===== src/rtl/aps_pkg.sv =====
// aps_pkg: constants for the supply-side auxiliary cable sideband logic
// assumes a 200 MHz clock and AXI4-Lite register access
package aps_pkg;
    localparam int unsigned CLK_HZ = 200_000_000;
    // register byte offsets
    localparam logic [7:0] REG_CTRL = 8'h00;
    localparam logic [7:0] REG_STATUS = 8'h04;
    localparam logic [7:0] REG_IRQ_STAT = 8'h08;
    localparam logic [7:0] REG_IRQ_EN = 8'h0C;
    localparam logic [7:0] REG_IRQ_CLR = 8'h10;
    // control fields
    localparam int unsigned CTRL_LEVEL_LSB = 0;
    localparam int unsigned CTRL_FAULT_CLR_BIT = 4;
    // status fields
    localparam int unsigned ST_LEVEL_LSB = 0;
    localparam int unsigned ST_FAULT_BIT = 4;
    localparam int unsigned ST_PGOOD_BIT = 5;
    localparam int unsigned ST_PRESENT_BIT = 6;
    localparam int unsigned ST_LOCKED_BIT = 7;
    // interrupt bits
    localparam int unsigned IRQ_FAULT_BIT = 0;
    localparam int unsigned IRQ_CABLE_BIT = 1;
    localparam int unsigned IRQ_W = 2;
    // power level selections
    typedef enum logic [2:0] {
        APS_LVL_0W = 3'h0,
        APS_LVL_150W = 3'h1,
        APS_LVL_300W = 3'h2,
        APS_LVL_450W = 3'h3,
        APS_LVL_600W = 3'h4
    } aps_level_t;
    localparam logic [2:0] CTRL_RESET_LEVEL = 3'h0;
    localparam logic [1:0] AXI_OKAY = 2'h0;
    localparam logic [1:0] AXI_SLVERR = 2'h2;
endpackage


===== src/rtl/aps_sideband.sv =====
// aps_sideband: supply-side sideband logic for a 12 V auxiliary card cable
// assumes open-drain code lines with external pull-ups; AXI4-Lite slave
`timescale 1ns/1ps
`default_nettype none
module aps_sideband (
    input wire logic clock_i,
    input wire logic rst_n_i,
    // axi4-lite slave
    input wire logic [7:0] s_axi_awaddr_i,
    input wire logic s_axi_awvalid_i,
    output logic s_axi_awready_o,
    input wire logic [31:0] s_axi_wdata_i,
    input wire logic [3:0] s_axi_wstrb_i,
    input wire logic s_axi_wvalid_i,
    output logic s_axi_wready_o,
    output logic [1:0] s_axi_bresp_o,
    output logic s_axi_bvalid_o,
    input wire logic s_axi_bready_i,
    input wire logic [7:0] s_axi_araddr_i,
    input wire logic s_axi_arvalid_i,
    output logic s_axi_arready_o,
    output logic [31:0] s_axi_rdata_o,
    output logic [1:0] s_axi_rresp_o,
    output logic s_axi_rvalid_o,
    input wire logic s_axi_rready_i,
    // supply state
    input wire logic supply_power_on_n_i,
    input wire logic main_rails_good_i,
    // code lines: ground drive enables and line-to-line join switch
    output logic power_code_line_a_gnd_o,
    output logic power_code_line_b_gnd_o,
    output logic power_code_join_o,
    // card sideband inputs and status outputs
    input wire logic card_power_good_i,
    input wire logic cable_present_n_i,
    output logic card_fault_o,
    output logic cable_absent_o,
    output logic irq_o
);
    import aps_pkg::*;

    typedef struct packed {
        logic aw_full;
        logic [7:0] aw_addr;
        logic w_full;
        logic [31:0] w_data;
        logic [3:0] w_strb;
        logic bvalid;
        logic [1:0] bresp;
        logic rvalid;
        logic [31:0] rdata;
        logic [1:0] rresp;
        logic [2:0] level_req;
        logic [2:0] level;
        logic a_gnd;
        logic b_gnd;
        logic join_l;
        logic fault;
        logic absent_prev;
        logic [IRQ_W-1:0] irq_stat;
        logic [IRQ_W-1:0] irq_en;
    } aps_state_t;

    aps_state_t q, d;
    logic pgood_s, present_n_s, locked;

    aps_sync #(.RESET_VAL(1'b1)) u_sync_pg (
        .clock_i(clock_i),
        .rst_n_i(rst_n_i),
        .async_i(card_power_good_i),
        .sync_o(pgood_s)
    );
    aps_sync #(.RESET_VAL(1'b1)) u_sync_cp (
        .clock_i(clock_i),
        .rst_n_i(rst_n_i),
        .async_i(cable_present_n_i),
        .sync_o(present_n_s)
    );

    // code is frozen unless in standby with main rails off
    assign locked = !supply_power_on_n_i || main_rails_good_i;

    function automatic logic [31:0] apply_strb(input logic [31:0] old_v,
                                               input logic [31:0] new_v,
                                               input logic [3:0] strb);
        logic [31:0] r;
        r = old_v;
        for (int i = 0; i < 4; i++) begin
            if (strb[i]) begin
                r[8*i +: 8] = new_v[8*i +: 8];
            end
        end
        return r;
    endfunction

    logic do_write, do_read;
    logic [31:0] wval, status_v;
    logic fault_clr;
    logic [IRQ_W-1:0] irq_clr, irq_set;

    always_comb begin
        d = q;
        wval = '0;
        fault_clr = 1'b0;
        irq_clr = '0;
        status_v = '0;
        // write channel: address and data in either order
        if (s_axi_awvalid_i && s_axi_awready_o) begin
            d.aw_full = 1'b1;
            d.aw_addr = s_axi_awaddr_i;
        end
        if (s_axi_wvalid_i && s_axi_wready_o) begin
            d.w_full = 1'b1;
            d.w_data = s_axi_wdata_i;
            d.w_strb = s_axi_wstrb_i;
        end
        do_write = q.aw_full && q.w_full && !q.bvalid;
        if (do_write) begin
            d.aw_full = 1'b0;
            d.w_full = 1'b0;
            d.bvalid = 1'b1;
            d.bresp = AXI_OKAY;
            unique case (q.aw_addr)
                REG_CTRL: begin
                    wval = apply_strb({29'h0, q.level_req}, q.w_data, q.w_strb);
                    d.level_req = wval[CTRL_LEVEL_LSB +: 3];
                    fault_clr = wval[CTRL_FAULT_CLR_BIT];
                end
                REG_IRQ_EN: begin
                    wval = apply_strb({30'h0, q.irq_en}, q.w_data, q.w_strb);
                    d.irq_en = wval[IRQ_W-1:0];
                end
                REG_IRQ_CLR: begin
                    wval = apply_strb('0, q.w_data, q.w_strb);
                    irq_clr = wval[IRQ_W-1:0];
                end
                REG_STATUS, REG_IRQ_STAT: ;
                default: d.bresp = AXI_SLVERR;
            endcase
        end
        if (q.bvalid && s_axi_bready_i) begin
            d.bvalid = 1'b0;
        end
        // read channel
        status_v[ST_LEVEL_LSB +: 3] = q.level;
        status_v[ST_FAULT_BIT] = q.fault;
        status_v[ST_PGOOD_BIT] = pgood_s;
        status_v[ST_PRESENT_BIT] = !present_n_s;
        status_v[ST_LOCKED_BIT] = locked;
        do_read = s_axi_arvalid_i && s_axi_arready_o;
        if (do_read) begin
            d.rvalid = 1'b1;
            d.rresp = AXI_OKAY;
            unique case (s_axi_araddr_i)
                REG_CTRL: d.rdata = {29'h0, q.level_req};
                REG_STATUS: d.rdata = status_v;
                REG_IRQ_STAT: d.rdata = {30'h0, q.irq_stat};
                REG_IRQ_EN: d.rdata = {30'h0, q.irq_en};
                REG_IRQ_CLR: d.rdata = '0;
                default: begin
                    d.rdata = '0;
                    d.rresp = AXI_SLVERR;
                end
            endcase
        end else if (q.rvalid && s_axi_rready_i) begin
            d.rvalid = 1'b0;
        end
        // apply a new code only while unlocked
        if (!locked) begin
            d.level = q.level_req;
        end
        // code drive formed entirely inside the supply
        unique case (aps_level_t'(q.level))
            APS_LVL_600W: {d.a_gnd, d.b_gnd, d.join_l} = 3'b110;
            APS_LVL_450W: {d.a_gnd, d.b_gnd, d.join_l} = 3'b010;
            APS_LVL_300W: {d.a_gnd, d.b_gnd, d.join_l} = 3'b100;
            APS_LVL_150W: {d.a_gnd, d.b_gnd, d.join_l} = 3'b001;
            default: {d.a_gnd, d.b_gnd, d.join_l} = 3'b000;
        endcase
        // sticky fault, set wins over clear
        if (fault_clr) begin
            d.fault = 1'b0;
        end
        if (!pgood_s) begin
            d.fault = 1'b1;
        end
        // interrupts: fault and cable removal
        d.absent_prev = present_n_s;
        irq_set = '0;
        irq_set[IRQ_FAULT_BIT] = !pgood_s;
        irq_set[IRQ_CABLE_BIT] = present_n_s && !q.absent_prev;
        d.irq_stat = (q.irq_stat & ~irq_clr) | irq_set;
    end

    always_ff @(posedge clock_i) begin
        if (!rst_n_i) begin
            q <= '0;
            q.level_req <= CTRL_RESET_LEVEL;
            q.level <= CTRL_RESET_LEVEL;
            q.absent_prev <= 1'b1;
        end else begin
            q <= d;
        end
    end

    assign s_axi_awready_o = !q.aw_full;
    assign s_axi_wready_o = !q.w_full;
    assign s_axi_bvalid_o = q.bvalid;
    assign s_axi_bresp_o = q.bresp;
    assign s_axi_arready_o = !q.rvalid;
    assign s_axi_rvalid_o = q.rvalid;
    assign s_axi_rdata_o = q.rdata;
    assign s_axi_rresp_o = q.rresp;
    assign power_code_line_a_gnd_o = q.a_gnd;
    assign power_code_line_b_gnd_o = q.b_gnd;
    assign power_code_join_o = q.join_l;
    assign card_fault_o = q.fault;
    assign cable_absent_o = present_n_s;
    assign irq_o = |(q.irq_stat & q.irq_en);

    join_floats_a: assert property (@(posedge clock_i) disable iff (!rst_n_i)
        q.join_l |-> !q.a_gnd && !q.b_gnd) else $error("joined lines grounded");
    level_150_a: assert property (@(posedge clock_i) disable iff (!rst_n_i)
        q.level == APS_LVL_150W |=> power_code_join_o && !power_code_line_a_gnd_o
        && !power_code_line_b_gnd_o)
        else $error("150 W code wrong");
    code_frozen_a: assert property (@(posedge clock_i) disable iff (!rst_n_i)
        locked && $past(locked) |-> $stable(q.level)) else $error("code changed while locked");
    code_standby_a: assert property (@(posedge clock_i) disable iff (!rst_n_i)
        !locked |=> q.level == $past(q.level_req)) else $error("standby code not applied");
    drive_600_a: assert property (@(posedge clock_i) disable iff (!rst_n_i)
        q.level == APS_LVL_600W |=> q.a_gnd && q.b_gnd && !q.join_l)
        else $error("600 W code wrong");
    fault_latch_a: assert property (@(posedge clock_i) disable iff (!rst_n_i)
        !pgood_s || (card_fault_o && !fault_clr) |=> card_fault_o)
        else $error("fault not latched");
    fault_irq_a: assert property (@(posedge clock_i) disable iff (!rst_n_i)
        !pgood_s |=> q.irq_stat[IRQ_FAULT_BIT]) else $error("fault alert missing");
    absent_flag_a: assert property (@(posedge clock_i) disable iff (!rst_n_i)
        $rose(present_n_s) |=> q.irq_stat[IRQ_CABLE_BIT]) else $error("removal not flagged");
endmodule // aps_sideband
`default_nettype wire


===== src/rtl/aps_sync.sv =====
// aps_sync: two-stage synchroniser for one sideband level
// assumes the input may change at any time relative to clock_i
`timescale 1ns/1ps
`default_nettype none
module aps_sync #(
    parameter logic RESET_VAL = 1'b1
) (
    input wire logic clock_i,
    input wire logic rst_n_i,
    input wire logic async_i,
    output logic sync_o
);
    typedef struct packed {
        logic meta;
        logic sync;
    } aps_sync_state_t;
    aps_sync_state_t st_q, st_d;
    always_comb begin
        st_d.meta = async_i;
        st_d.sync = st_q.meta;
    end
    always_ff @(posedge clock_i) begin
        if (!rst_n_i) begin
            st_q <= '{meta: RESET_VAL, sync: RESET_VAL};
        end else begin
            st_q <= st_d;
        end
    end
    assign sync_o = st_q.sync;
endmodule // aps_sync
`default_nettype wire


===== config.mk =====
export PLATFORM = sky130hd
export DESIGN_NAME = aps_sideband
export DESIGN_NICKNAME = d
export VERILOG_FILES = /design/src/rtl/aps_pkg.sv /design/src/rtl/aps_sideband.sv /design/src/rtl/aps_sync.sv
export SDC_FILE = /design/constraint.sdc
export NUM_CORES = 1
export LEC_CHECK = 0
export ABC_AREA = 1
export BUFFER_PORTS_ARGS = -buffer_cell sky130_fd_sc_hd__buf_4
export CAP_MARGIN = 20
export CORE_UTILIZATION = 45
export DETAILED_ROUTE_END_ITERATION = 10
export PLACE_DENSITY = 0.78
export REMOVE_ABC_BUFFERS = 1
export SLEW_MARGIN = 20
export SYNTH_ARGS = -nofsm -noshare
export SYNTH_HDL_FRONTEND = slang
export SYNTH_SLANG_ARGS = --single-unit

===== constraint.sdc =====
create_clock -name clock_i -period 1.4 [get_ports clock_i]
set_input_delay 0.28 -clock clock_i [delete_from_list [all_inputs] [get_ports clock_i]]
set_output_delay 0.28 -clock clock_i [all_outputs]
set_load 0.02 [all_outputs]

==> results.json <==
{
  "netlist_area_mm2": 0.00216,
  "wl_per_cell_um": 9.97,
  "dr.first_iter.drc_count": 76,
  "fillers": 435,
  "met3_usage": 0.0520,
  "cts_setup_buffers": 0,
  "pwr-share-comb": 0.177,
  "area_growth_pct": 16.5,
  "start_util": 0.482,
  "ir_worst_vdd_mv": 0.692,
  "busiest_layer": "met2",
  "portBuffers": 51,
  "rows": 24,
  "p_seq_frac": 0.532,
  "ys_seq_area_frac": 0.418,
  "place.gp.congestion": 0.769,
  "cts_tree": "built",
  "p_clk_frac": 0.291,
  "cts-resized-gates": 0,
  "coreArea_mm2": 0.00447,
  "switching_share": 0.282,
  "cts_max_path_buffers": 2,
  "dr_total_vias": 1729,
  "path_max_fanout": 3,
  "start_kind": "register",
  "cellPowerDensity_mw_per_mm2": 1040,
  "synth_edf_count": 0,
  "postRouteWirelength_um": 3770,
  "ant_nets": 0,
  "cts_max_level": 2,
  "antenna_found_initial": 0,
  "critical_path.endpoint_type": "output pin",
  "crit_chain": "a22o_1 > buf_4",
  "grt_pass1_wl_um": 6490,
  "clock-sinks": 45,
  "fin_setup_tns_ns": 0,
  "slew_viol_final": 0,
  "required_ns": 1.12,
  "max_clock_freq_mhz": 766,
  "drv_cap": 0,
  "path_class": "register to output pin",
  "cts-root-buf": "clkbuf_8",
  "grt.met1_usage": 0.209,
  "routed_via_density": 4.57,
  "grt_util_met2": 0.253,
  "ys_warn_count": 0,
  "drive_gt1_frac": 0.273,
  "fin_crit_ns": 1.31,
  "slowest_stage": "dfxtp_1",
  "die_h_um": 71.2,
  "violations": "DRC",
  "cpPeakStageDelay_ns": 0.33,
  "status": "finished, violations left",
  "finalCritPeriodShare": 0.933,
  "crit_arrival_ns": 1.03,
  "nNetsFinal": 388,
  "hold_path.class": "input port to register",
  "fin_hold_ws_ns": 0.170,
  "dpl.hpwl_um": 2820,
  "rsz0062_at_grt": "false",
  "drcViolationCount": 10,
  "grt_use_total": 0.161,
  "yosys.cell_types.count": 27,
  "numCtsBuffers": 5,
  "p_int_uw": 1880,
  "drtPass1Iterations": 7,
  "grt_remaining_overflow": 0,
  "yosys_register_bits": 45,
  "ys_async_sr_fraction": 0,
  "dieArea_mm2": 0.00507,
  "fp.dieW_um": 71.2,
  "synth_flop_cell": "dfxtp_1",
  "clk_latency_ns": 0.29,
  "synth_area_per_cell_um2": 7.73,
  "hold_viol_final": 0,
  "fin_skew_ns": 0.00622,
  "grt_pass1_vias": 1527,
  "grt_start_max_net_pins": 28,
  "diodes": 0,
  "clk_pin_slew_ns": 0.07,
  "switching_power_uw": 738,
  "ioPinCount": 110,
  "syn_inst": 279,
  "p_leak_uw": 0.00120,
  "report.final.setup_viol": 0,
  "hold_buffers": 0
}
cell type report:
class,instances,area [um^2],share of cell area
Clock buffer,8,80.1,0.0319
Inverter,30,113,0.0448
Multi-Input combinational cell,188,940,0.374
Sequential cell,45,901,0.359
Tap cell,52,65.1,0.0259
Timing Repair Buffer,55,413,0.164
registers in the layout (all words and copies together) (netlist names):
signal / count
u_sync_pg.sync_o: 1
s_axi_rvalid_o: 1
s_axi_rdata_o: 7
power_code_line_b_gnd_o: 1
card_fault_o: 1
s_axi_bvalid_o: 1
power_code_line_a_gnd_o: 1
u_sync_pg.st_d: 1
s_axi_rresp_o: 1
u_sync_cp.sync_o: 1
power_code_join_o: 1
q: 26
u_sync_cp.st_d: 1
s_axi_bresp_o: 1
metrics by stage:
step	setup WS (ns)	total power, uW	cells	util	area (um^2)
finish	0.0943	2620	378	0.561	2510
global route	0.0464	2770	378	0.561	2510
CTS	0.0807	2650	378	0.561	2510
detailed placement	0.191	1880	370	0.543	2430
global placement	0.194	1880	370	0.543	2430
floorplan	0.0803	1710	263	-	1950
synth_stat cells, types with 2 or more instances:
| master | n | area (um^2) |
|---|---|---|
| buf_4 | 36 | 270 |
| buf_2 | 6 | 30.0 |
| nor2_4 | 2 | 22.5 |
| nor2_8 | 2 | 40.0 |
| o21ai_1 | 5 | 25.0 |
| dfxtp_1 | 45 | 901 |
| inv_2 | 5 | 18.8 |
| nand2_4 | 2 | 22.5 |
| nand2_1 | 31 | 116 |
| nand3_1 | 16 | 80.1 |
| nor2_1 | 30 | 113 |
| or2_2 | 5 | 31.3 |
| nand2_2 | 3 | 18.8 |
| nor2_2 | 7 | 43.8 |
| a21oi_1 | 28 | 140 |
| o21ai_0 | 21 | 105 |
| inv_1 | 25 | 93.8 |
worst max-delay path: cells and delay by family (launching register included):
kind / cells / cell delay (ns)
AO/OA/AOI/OAI: 1 / 0.25
buffers and inverters: 1 / 0.16
flip-flops: 1 / 0.33
layer usage:
layer | vias up | wire length, um
li1 | 922 | -
met1 | 741 | 1780
met2 | 62 | 1660
met3 | 4 | 264
met4 | 0 | 57
met5 | - | 0
worst paths after layout:
| check | from | to | slack (ns) | cells past startpoint |
|---|---|---|---|---|
| worst max-delay path | q[2] | irq_o | 0.09 | 2 |
| worst min-delay path | card_power_good_i | u_sync_pg.st_d[0] | 0.17 | 2 |
| worst max register to register | q[90] | q[2] | 0.22 | 6 |
| worst min register to register | u_sync_cp.st_d[0] | u_sync_cp.sync_o | 0.42 | 1 |
kinds of logic after synthesis:
kind of cell	count (synthesis)	synth area share
and+or+nand+nor	101	0.240
DFF	45	0.418
AOI/OAI and AO/OA	60	0.149
other	1	0.00174
buffers and inverters	72	0.192
cell usage in the layout (no fill, tap or decap):
cell type / instances
buf_4: 55
dfxtp_1: 45
nand2_1: 31
nor2_1: 30
a21oi_1: 28
conb_1: 27
inv_1: 25
o21ai_0: 21
nand3_1: 16
nor2_2: 7
inv_2: 5
o21ai_1: 5
or2_2: 5
clkbuf_8: 5
nand2_2: 3
clkbuf_1: 3
nor2_4: 2
nand2_4: 2
nor2_8: 2
a22o_1: 1
nand3_4: 1
o311a_1: 1
a21oi_2: 1
o21a_1: 1
nor3_1: 1
o31ai_1: 1
nor4_1: 1
o21ai_2: 1
power by group through the flow:
stage	Sequential, uW	Clock, uW	Combinational (uW)
after global routing	1400	856	513
final	1390	762	463
after floorplan	1440	0	270
after detailed placement	1420	0	462
after CTS	1390	792	464
after global placement	1420	0	456
(Power assumes the default switching activity.)
